File: src/tbcs_consts.vh
// constants of the twelve-bit cycle sequencer
`ifndef TBCS_CONSTS_VH
`define TBCS_CONSTS_VH
`define TBCS_FIELD_W      3
`define TBCS_ADDR_W       12
`define TBCS_PAGE_MSB     11
`define TBCS_PAGE_LSB     7
`define TBCS_OFS_MSB      6
`define TBCS_OP_AND       3'h0
`define TBCS_OP_ADD       3'h1
`define TBCS_OP_ISZ       3'h2
`define TBCS_OP_DCA       3'h3
`define TBCS_OP_JMS       3'h4
`define TBCS_OP_JMP       3'h5
`define TBCS_OP_IOT       3'h6
`define TBCS_OP_OPR       3'h7
`define TBCS_BIT_PAGE     7
`define TBCS_BIT_IND      8
`define TBCS_AUTO_LO      12'h008
`define TBCS_AUTO_HI      12'h00f
`define TBCS_T5           3'h5
`define TBCS_T6           3'h6
`define TBCS_T7           3'h7
`define TBCS_IF_RST       3'h0
`define TBCS_DF_RST       3'h0
`endif

File: src/tbcs_seq.v
// instruction decoder, cycle sequencer and field extension
// How it works
// (RQ1) 15-bit address: field plus 12-bit word
// (RQ2) word address runs 0000 to 7777 octal
// (RQ3) page is top five bits, offset low seven
// (RQ4) pages numbered 00 to 37 octal
// (RQ5) field comes from instruction field by default
// (RQ6) data field for indirect and/add/isz/dca execute
// (RQ7) three classes: memory, operate, io transfer
// (RQ8) class from top three instruction bits
// (RQ9) opcodes 0-5 are memory reference ops
// (RQ10) opcode 6 io transfer, 7 operate
// (RQ11) fetch cycle lasts five t-states
// (RQ12) direct execute lengths per opcode, isz two
// (RQ13) indirect adds 5, auto-index adds 6
// (RQ14) io: 7 then 6; operate: one or two 5s
// (RQ15) bit 4 picks page zero or current
// (RQ16) bit 3 selects indirect pointer addressing
// (RQ17) pointers 0010-0017 increment before use when bit 4 selects page zero
// (RQ18) io device in bits 3-8, op 9-11
`include "tbcs_consts.vh"
module tbcs_seq (
  input  wire        i_core_clk,        // 50 mhz clock
  input  wire        i_srst,            // sync reset, high
  input  wire        i_run,             // allow a new fetch
  input  wire [11:0] i_bus_data,        // instruction word at end of fetch
  input  wire [11:0] i_pc,              // pc of next fetch
  input  wire        i_data_field_select, // processor data-field line
  input  wire        i_opr_two,         // operate needs second cycle
  input  wire [2:0]  i_if_load,         // new instruction field value
  input  wire        i_if_we,           // load instruction field
  input  wire [2:0]  i_df_load,         // new data field value
  input  wire        i_df_we,           // load data field
  output reg  [14:0] o_ext_addr,        // field plus 12-bit address
  output reg  [4:0]  o_page,            // page of current address
  output reg  [6:0]  o_page_ofs,        // word within page
  output reg         o_instruction_fetch_cycle, // fetch cycle active
  output reg         o_indirect_cycle,  // indirect cycle active
  output reg         o_autoindex_cycle, // auto-index cycle active
  output reg         o_execute_cycle,   // execute cycle active
  output reg  [2:0]  o_tstate,          // current t-state
  output reg         o_memory_reference_class, // memory class
  output reg         o_operate_class,   // operate class
  output reg         o_io_transfer_class, // io transfer class
  output reg  [2:0]  o_opcode,          // latched opcode
  output reg  [5:0]  o_io_device,       // io device code
  output reg  [2:0]  o_io_operation,    // io operation
  output reg         o_io_housekeeping, // device code zero
  output reg         o_ptr_write        // auto-index write-back strobe
);
  // ************************************
  // states
  // ************************************
  localparam ST_IDLE = 5'b00001;
  localparam ST_FET  = 5'b00010;
  localparam ST_IND  = 5'b00100;
  localparam ST_AUTO = 5'b01000;
  localparam ST_EXE  = 5'b10000;

  reg  [4:0]  state;
  reg  [4:0]  next_state;
  reg  [2:0]  inst_field;
  reg  [2:0]  data_field;
  reg  [11:0] instr;
  reg  [11:0] cur_pc;
  reg  [11:0] eff_addr;
  reg         exe_second;
  reg  [2:0]  cyc_len;
  reg         cyc_start;
  reg         next_second;
  reg         is_mri;
  reg         is_iot;
  reg         is_opr;
  wire [2:0]  tstate;
  wire        last;

  wire [2:0]  op        = instr[11:9];                          // see (RQ8)
  wire        indirect  = instr[`TBCS_BIT_IND];
  wire [11:0] direct_ad = {(instr[`TBCS_BIT_PAGE] ? cur_pc[`TBCS_PAGE_MSB:`TBCS_PAGE_LSB] : 5'h00),
                           instr[`TBCS_OFS_MSB:0]};             // see (RQ15) see (RQ3)
  wire        auto_hit  = indirect && (direct_ad >= `TBCS_AUTO_LO)
                          && (direct_ad <= `TBCS_AUTO_HI);      // see (RQ17)

  // ************************************
  // decode of the word arriving at the end of fetch
  // ************************************
  // the next cycle is chosen from the bus, since the latch is only loaded on this same edge
  wire [2:0]  bus_op     = i_bus_data[11:9];                     // see (RQ8)
  wire [11:0] bus_ofs    = {5'h00, i_bus_data[`TBCS_OFS_MSB:0]};
  wire [11:0] bus_direct = {(i_bus_data[`TBCS_BIT_PAGE] ? cur_pc[`TBCS_PAGE_MSB:`TBCS_PAGE_LSB] : 5'h00),
                            i_bus_data[`TBCS_OFS_MSB:0]};        // see (RQ15)
  wire        bus_ind    = (bus_op <= `TBCS_OP_JMP) && i_bus_data[`TBCS_BIT_IND]; // see (RQ16)
  // current-page words 0010-0017 are plain pointers; only page zero auto-indexes
  wire        bus_auto   = bus_ind && !i_bus_data[`TBCS_BIT_PAGE]
                           && (bus_ofs >= `TBCS_AUTO_LO) && (bus_ofs <= `TBCS_AUTO_HI); // see (RQ17)

  // ************************************
  // instruction class
  // ************************************
  always @*
  begin
    is_mri = 1'b0;
    is_iot = 1'b0;
    is_opr = 1'b0;
    case (op)
      `TBCS_OP_AND, `TBCS_OP_ADD, `TBCS_OP_ISZ,
      `TBCS_OP_DCA, `TBCS_OP_JMS, `TBCS_OP_JMP:
        is_mri = 1'b1;                                            // see (RQ9)
      `TBCS_OP_IOT:
        is_iot = 1'b1;                                            // see (RQ10)
      `TBCS_OP_OPR:
        is_opr = 1'b1;                                            // see (RQ10)
      default:
        is_mri = 1'b0;
    endcase
  end

  // one shared counter; a new cycle restarts it on the last t-state edge, so cycles abut
  tbcs_tcount tbcs_tcount_inst (
    .i_core_clk (i_core_clk),
    .i_srst     (i_srst),
    .i_start    (cyc_start),
    .i_len      (cyc_len),
    .o_tstate   (tstate),
    .o_last     (last)
  );

  // ************************************
  // execute cycle lengths
  // ************************************
  function [2:0] exe_len;
    input [2:0] opc;
    input       second;
    begin
      case (opc)
        `TBCS_OP_ISZ: exe_len = second ? `TBCS_T5 : `TBCS_T6;  // see (RQ12)
        `TBCS_OP_DCA,
        `TBCS_OP_JMS: exe_len = `TBCS_T6;                        // see (RQ12)
        `TBCS_OP_IOT: exe_len = second ? `TBCS_T6 : `TBCS_T7;  // see (RQ14)
        default:      exe_len = `TBCS_T5;                        // see (RQ12) see (RQ14)
      endcase
    end
  endfunction

  // length of the cycle in progress; direct lengths hold after indirection
  always @*
  begin
    case (state)
      ST_FET:  cyc_len = `TBCS_T5;                                // see (RQ11)
      ST_IND:  cyc_len = `TBCS_T5;                                // see (RQ13)
      ST_AUTO: cyc_len = `TBCS_T6;                                // see (RQ13)
      ST_EXE:  cyc_len = exe_len(op, exe_second);                 // see (RQ13)
      default: cyc_len = `TBCS_T5;
    endcase
  end

  // ************************************
  // next-state logic
  // ************************************
  always @*
  begin
    next_state  = state;
    next_second = exe_second;
    cyc_start   = 1'b0;
    case (state)
      ST_IDLE:
        if (i_run)
        begin
          next_state = ST_FET;                                    // see (RQ11)
          cyc_start  = 1'b1;
        end
      ST_FET:
        if (last)
        begin
          cyc_start   = 1'b1;
          next_second = 1'b0;
          if (bus_auto)
            next_state = ST_AUTO;                                 // see (RQ13) see (RQ17)
          else if (bus_ind)
            next_state = ST_IND;                                  // see (RQ16)
          else
            next_state = ST_EXE;
        end
      ST_IND, ST_AUTO:
        if (last)
        begin
          next_state = ST_EXE;
          cyc_start  = 1'b1;
        end
      ST_EXE:
        // i_run low lets the current instruction finish, then idles
        if (last)
        begin
          if (!exe_second && ((op == `TBCS_OP_ISZ) || (op == `TBCS_OP_IOT)
              || ((op == `TBCS_OP_OPR) && i_opr_two)))            // see (RQ12) see (RQ14)
          begin
            next_second = 1'b1;
            cyc_start   = 1'b1;
          end
          else if (i_run)
          begin
            next_state = ST_FET;
            cyc_start  = 1'b1;
          end
          else
            next_state = ST_IDLE;
        end
      default:
        next_state = ST_IDLE;
    endcase
  end

  // ************************************
  // state, latches, field registers
  // ************************************
  // pc is taken only between instructions, so a moving pc cannot shift the page mid-instruction
  always @(posedge i_core_clk)
  begin
    if (i_srst)
    begin
      state      <= ST_IDLE;
      exe_second <= 1'b0;
      instr      <= 12'h000;
      cur_pc     <= 12'h000;
      eff_addr   <= 12'h000;
      inst_field <= `TBCS_IF_RST;
      data_field <= `TBCS_DF_RST;
    end
    else
    begin
      state      <= next_state;
      exe_second <= next_second;
      // field loads are plain strobes, free in any cycle
      if (i_if_we)
        inst_field <= i_if_load;
      if (i_df_we)
        data_field <= i_df_load;
      if ((state == ST_IDLE) || ((state == ST_EXE) && (next_state == ST_FET)))
        cur_pc <= i_pc;
      if ((state == ST_FET) && last)
        instr <= i_bus_data;
      // the auto-index pointer comes back one higher and is used as the operand address
      if ((state == ST_IND) && last)
        eff_addr <= i_bus_data;                                   // see (RQ16)
      else if ((state == ST_AUTO) && last)
        eff_addr <= i_bus_data + 12'h001;                         // see (RQ17)
      else if ((state == ST_FET) && last)
        eff_addr <= bus_direct;                                   // see (RQ15)
    end
  end

  // ************************************
  // registered outputs
  // ************************************
  // everything leaves through flip-flops, one cycle behind the state it reports
  // jumps and subroutine calls keep the instruction field even when indirect
  wire        use_df = (state == ST_EXE) && indirect && is_mri
                       && (op <= `TBCS_OP_DCA) && i_data_field_select; // see (RQ6)
  // fetch shows the pc, execute the operand, other cycles the pointer location
  wire [11:0] word_ad = (state == ST_FET) ? cur_pc :
                        (state == ST_EXE) ? eff_addr : direct_ad;  // see (RQ2)

  always @(posedge i_core_clk)
  begin
    if (i_srst)
    begin
      o_ext_addr                <= 15'h0000;
      o_page                    <= 5'h00;
      o_page_ofs                <= 7'h00;
      o_instruction_fetch_cycle <= 1'b0;
      o_indirect_cycle          <= 1'b0;
      o_autoindex_cycle         <= 1'b0;
      o_execute_cycle           <= 1'b0;
      o_tstate                  <= 3'h0;
      o_memory_reference_class  <= 1'b0;
      o_operate_class           <= 1'b0;
      o_io_transfer_class       <= 1'b0;
      o_opcode                  <= 3'h0;
      o_io_device               <= 6'h00;
      o_io_operation            <= 3'h0;
      o_io_housekeeping         <= 1'b0;
      o_ptr_write               <= 1'b0;
    end
    else
    begin
      o_ext_addr                <= {(use_df ? data_field : inst_field), word_ad}; // see (RQ5) see (RQ1)
      o_page                    <= word_ad[`TBCS_PAGE_MSB:`TBCS_PAGE_LSB];        // see (RQ4)
      o_page_ofs                <= word_ad[`TBCS_OFS_MSB:0];                      // see (RQ3)
      o_instruction_fetch_cycle <= (state == ST_FET);
      o_indirect_cycle          <= (state == ST_IND);
      o_autoindex_cycle         <= (state == ST_AUTO);
      o_execute_cycle           <= (state == ST_EXE);
      o_tstate                  <= tstate;
      o_memory_reference_class  <= is_mri;                        // see (RQ7) see (RQ9)
      o_operate_class           <= is_opr;                        // see (RQ10)
      o_io_transfer_class       <= is_iot;                        // see (RQ10)
      o_opcode                  <= op;
      o_io_device               <= instr[8:3];                    // see (RQ18)
      o_io_operation            <= instr[2:0];                    // see (RQ18)
      o_io_housekeeping         <= is_iot && (instr[8:3] == 6'h00); // see (RQ18)
      o_ptr_write               <= (state == ST_AUTO) && last && auto_hit;        // see (RQ17)
    end
  end
endmodule // tbcs_seq

File: src/tbcs_tcount.v
// t-state counter for one machine cycle
`include "tbcs_consts.vh"
module tbcs_tcount (
  input  wire       i_core_clk,  // clock
  input  wire       i_srst,      // sync reset
  input  wire       i_start,     // begin a cycle
  input  wire [2:0] i_len,       // t-states in the cycle
  output reg  [2:0] o_tstate,    // current t-state, 1-based, 0 idle
  output wire       o_last       // final t-state of cycle
);
  assign o_last = (o_tstate != 3'h0) && (o_tstate == i_len);
  always @(posedge i_core_clk)
  begin
    if (i_srst)
      o_tstate <= 3'h0;
    else if (i_start)
      o_tstate <= 3'h1;
    else if (o_last)
      o_tstate <= 3'h0;
    else if (o_tstate != 3'h0)
      o_tstate <= o_tstate + 3'h1;
  end
endmodule // tbcs_tcount

File: config.mk
export PLATFORM = sky130hd
export DESIGN_NAME = tbcs_seq
export DESIGN_NICKNAME = d
export VERILOG_FILES = /design/src/tbcs_seq.v /design/src/tbcs_tcount.v
export VERILOG_INCLUDE_DIRS = /design/src /design/src/src
export SDC_FILE = /design/constraint.sdc
export NUM_CORES = 1
export LEC_CHECK = 0
export ABC_AREA = 1
export BUFFER_PORTS_ARGS = -buffer_cell sky130_fd_sc_hd__buf_4
export CAP_MARGIN = 15
export CORE_MARGIN = 5
export CORE_UTILIZATION = 50
export CTS_CLUSTER_SIZE = 10
export DETAILED_ROUTE_END_ITERATION = 10
export PLACE_DENSITY_LB_ADDON = 0.08
export SLEW_MARGIN = 20
export SYNTH_ARGS = -nofsm -noshare
export SYNTH_HDL_FRONTEND = slang
export SYNTH_HIERARCHICAL = 1
export SYNTH_SLANG_ARGS = --single-unit
File: constraint.sdc
create_clock -name i_core_clk -period 4.4 [get_ports i_core_clk]
set_clock_uncertainty 0.1 [all_clocks]
set_input_delay 0 -clock i_core_clk [delete_from_list [all_inputs] [get_ports i_core_clk]]
set_output_delay 0 -clock i_core_clk [all_outputs]
set_load 0.01 [all_outputs]
==> run_results.csv <==
group,metric,value,unit
floorplan,core-area,7810,um^2
sta,rsz_0062_raised_after_global_routing,"false",
synth,synthesis.area,4050,um^2
worst_setup_path,reg2reg_to,"eff_addr[8]$_SDFFE_PP0P_",
finish,final.fill_count,676,
worst_setup_path,criticalPathCategory,"reg2reg",
synth,synth.avg_cell_area,7.14,um^2
placed_design,pre_cts_ws,1100,ps
synth,synth_area_leaders,"dfxtp_1, nor2_1, nand2_1",
floorplan,die_w,100,um
synth,synth.top_cell.area_share,44.5,%
grt,grt.overflow.total,0,
drt,wl_met3,861,um
drt,top_layer,"met4",
finish,non_filler_instances,785,
sta,postLayoutSetupSlackWorst,1040,ps
worst_setup_path,worst_ep_required_time,4540,ps
placed_design,dp.final_hpwl,7530,um
sta,timing.final.max_slew_violations,0,
worst_setup_path,ff2ff_setup_slack,1040,ps
finish,antenna_cells,0,
sta,total_negative_setup_slacks,0,ps
floorplan,ioPinCount,88,
clock_tree,maximum_number_of_buffers_from_clock_root_to_sink,2,
finish,final_net_count,720,
placed_design,routabilityCongestion,0.951,
synth,synth_cell_type_count,34,
finish,stdcell_area,5300,um^2
floorplan,dieHeight,100,um
clock_tree,postCtsResizedCells,0,
sta,timing.final.setup_violations,0,
synth,synth_top_area_cell,"dfxtp_1",
sta,max_slew.worst_pin.slew,543,ps
drt,routed_wl,10600,um
placed_design,place.detailed.instances,726,
floorplan,initial_utilization,51.9,%
worst_setup_path,critPathMaxFanout,29,
worst_hold_path,hp-class,"in2reg",
finish,area_growth,31.0,%
flow_run,cap_violations,0,
clock_tree,cts_tree,"done",
run_status,status,"complete, no violations",
synth,count_of_state_elements_after_synthesis,90,
sta,finalCriticalPeriod,3360,ps
drt,amount_of_wire_on_met2_after_detailed_routing,4870,um
synth,share_of_flip_flops_with_an_asynchronous_set_or_reset_after_synthesis,0,%
clock_tree,cts_hold_buffers,44,
grt,maximum_number_of_pins_on_one_net_before_global_route_repair,46,
drt,vias_per_cell,5.00,
worst_hold_path,timing.hold.worst_path_depth,5,
sta,slew_headroom,63.7,%
worst_setup_path,type_of_element_capturing_the_critical_path,"flip-flop",
pwr,power.density,311,nW/um^2
worst_hold_path,min-delay-start,"i_opr_two",
floorplan,core.rowCount,32,
synth,post_synth_inst_count,567,
drt,drt-pass1-iter-count,4,
clock_tree,clock_tree.htree_level_count,3,
drt,drt_iter0_markers,233,
floorplan,die_area,10000,um^2
synth,ys.warnings.count,6,
sta,final.period_utilization,76.3,%
worst_setup_path,worst_r2r_path_depth,15,
worst_setup_path,r2r_start,"state[0]$_SDFF_PP1_",
sta,fmaxAchievable,298,MHz
grt,via_count_of_the_first_global_routing_pass,3650,
placed_design,placement.io_buffers,87,
pwr,total_leakage_power,2.55,nW
drt,post-route-drc-count,0,
clock_tree,clock_sink_count,90,
synth,synth_most_common_cell,"nor2_1",
worst_setup_path,worstSetupStartpointType,"flip-flop",
clock_tree,ctsRootBufferMaster,"clkbuf_8",
finish,post_route_cells_drive_above_1_share,18.0,%
synth,yosys-top-cells-count,"nor2_1, dfxtp_1, nand2_1, inv_1, o21ai_0",
worst_setup_path,data_arrival_time_of_the_worst_path,3500,ps
worst_hold_path,hold_critical_path_endpoint,"exe_second$_SDFFE_PP0P_",
clock_tree,clkSlewWorstSetupHoldPaths,90,ps
pwr,vdd_ir_drop_max,0.000179,V
drt,avgRoutedWirePerCell,13.6,um
grt,antenna_violations_before_repair,0,
clock_tree,cts_made_buffers,9,
synth,synth-edff-count,0,
drt,met1_length,4770,um
placed_design,placement.cell_area,4660,um^2
clock_tree,insertion_delay,350,ps
sta,number_of_hold_violations_in_the_final_report,0,
pwr,totalPowerFinal,1.65,mW
drt,ant_nets,0,
clock_tree,cts_setup_buffers,0,
synth,synth_flop_cell,"dfxtp_1",
drt,routed-via-count,3926,
grt,groute.usage.overall,21.9,%
grt,wire_length_of_the_first_global_routing_pass,17600,um
synth,ys_seq_area_share,44.5,%
registers in the layout, indices dropped and copies added (netlist names), 5 cells and up:
name	flops
cur_pc	12
eff_addr	12
instr	12
o_ext_addr	15
o_io_device	6
state	5
where the power goes:
group / leakage [nW] / internal, mW / switching, mW
combinational: 1.72 / 0.0985 / 0.122
clock: 0.0950 / 0.278 / 0.289
sequential: 0.732 / 0.842 / 0.0180
total: 2.55 / 1.22 / 0.429
through the flow:
stage / hold WS, ps / utilization (%)
after CTS: 2.25 / 67.9
after floorplan: -37.6 / -
after global placement: 122 / 59.7
after detailed placement: 129 / 59.7
final: 20.3 / 67.9
after global routing: 49.8 / 67.9
cells in the final DEF, fill, tap and decap left out, drive strengths merged, types with 2 or more instances in the layout:
cell,instances
nand2,91
xor2,5
nor4,2
ha,4
inv,74
a21oi,27
nand4,14
o22ai,2
buf,90
o21ai,55
dlygate4sd3,44
nor2,111
clkbuf,10
nand3,35
nor3,2
dfxtp,90
conb,2
clkinv,2
clkinvlp,2
o21bai,3
o211ai,13
metal layers:
metal	vias to the layer above	global-route usage, %
met2	139	34.3
li1	2024	-
met1	1749	30.6
met5	-	0
met3	14	4.66
met4	0	6.22
logic make-up after synthesis:
family,count (synthesis),synth area share (%)
fa+ha+maj,4,1.24
buf+inv,108,11.6
other cells,1,0.0926
simple gates,257,27.6
flops,90,44.5
xor+xnor,6,1.30
compound gates,101,13.7
worst max-delay path by stage:
stage                              from                        end  slack [ps]  cells past startpoint
finish              state[0]$_SDFF_PP1_   eff_addr[8]$_SDFFE_PP0P_        1040                     15
global route        state[2]$_SDFF_PP0_   eff_addr[8]$_SDFFE_PP0P_         630                     14
global placement    state[0]$_SDFF_PP1_   eff_addr[8]$_SDFFE_PP0P_        1290                     15
CTS                 state[0]$_SDFF_PP1_   eff_addr[8]$_SDFFE_PP0P_        1070                     15
floorplan           state[0]$_SDFF_PP1_  eff_addr[10]$_SDFFE_PP0P_        1870                     16
detailed placement  state[0]$_SDFF_PP1_   eff_addr[8]$_SDFFE_PP0P_        1100                     15
area by class of cell:
type,instances,area (um^2),share of cell area (%)
Clock buffer,10,138,2.59
Clock inverter,5,62.6,1.18
Inverter,74,278,5.24
Multi-Input combinational cell,370,1780,33.6
Sequential cell,90,1800,34.0
Tap cell,102,128,2.41
Timing Repair Buffer,134,1120,21.0
critical path, stage by stage, from the launching register on:
cell and delay, ps:
dfxtp_1 350, nor2_2 250, nand3_2 90, buf_4 240
inv_2 150, nor2_1 60, a31oi_1 190, nand2_1 80
nand2_1 100, nand4_1 120, inv_1 300, nand4_2 420
nand3_2 450, o21ai_0 150, nor2_1 140, nor2_1 50
Note: power is estimated with default switching activity, not from simulation.
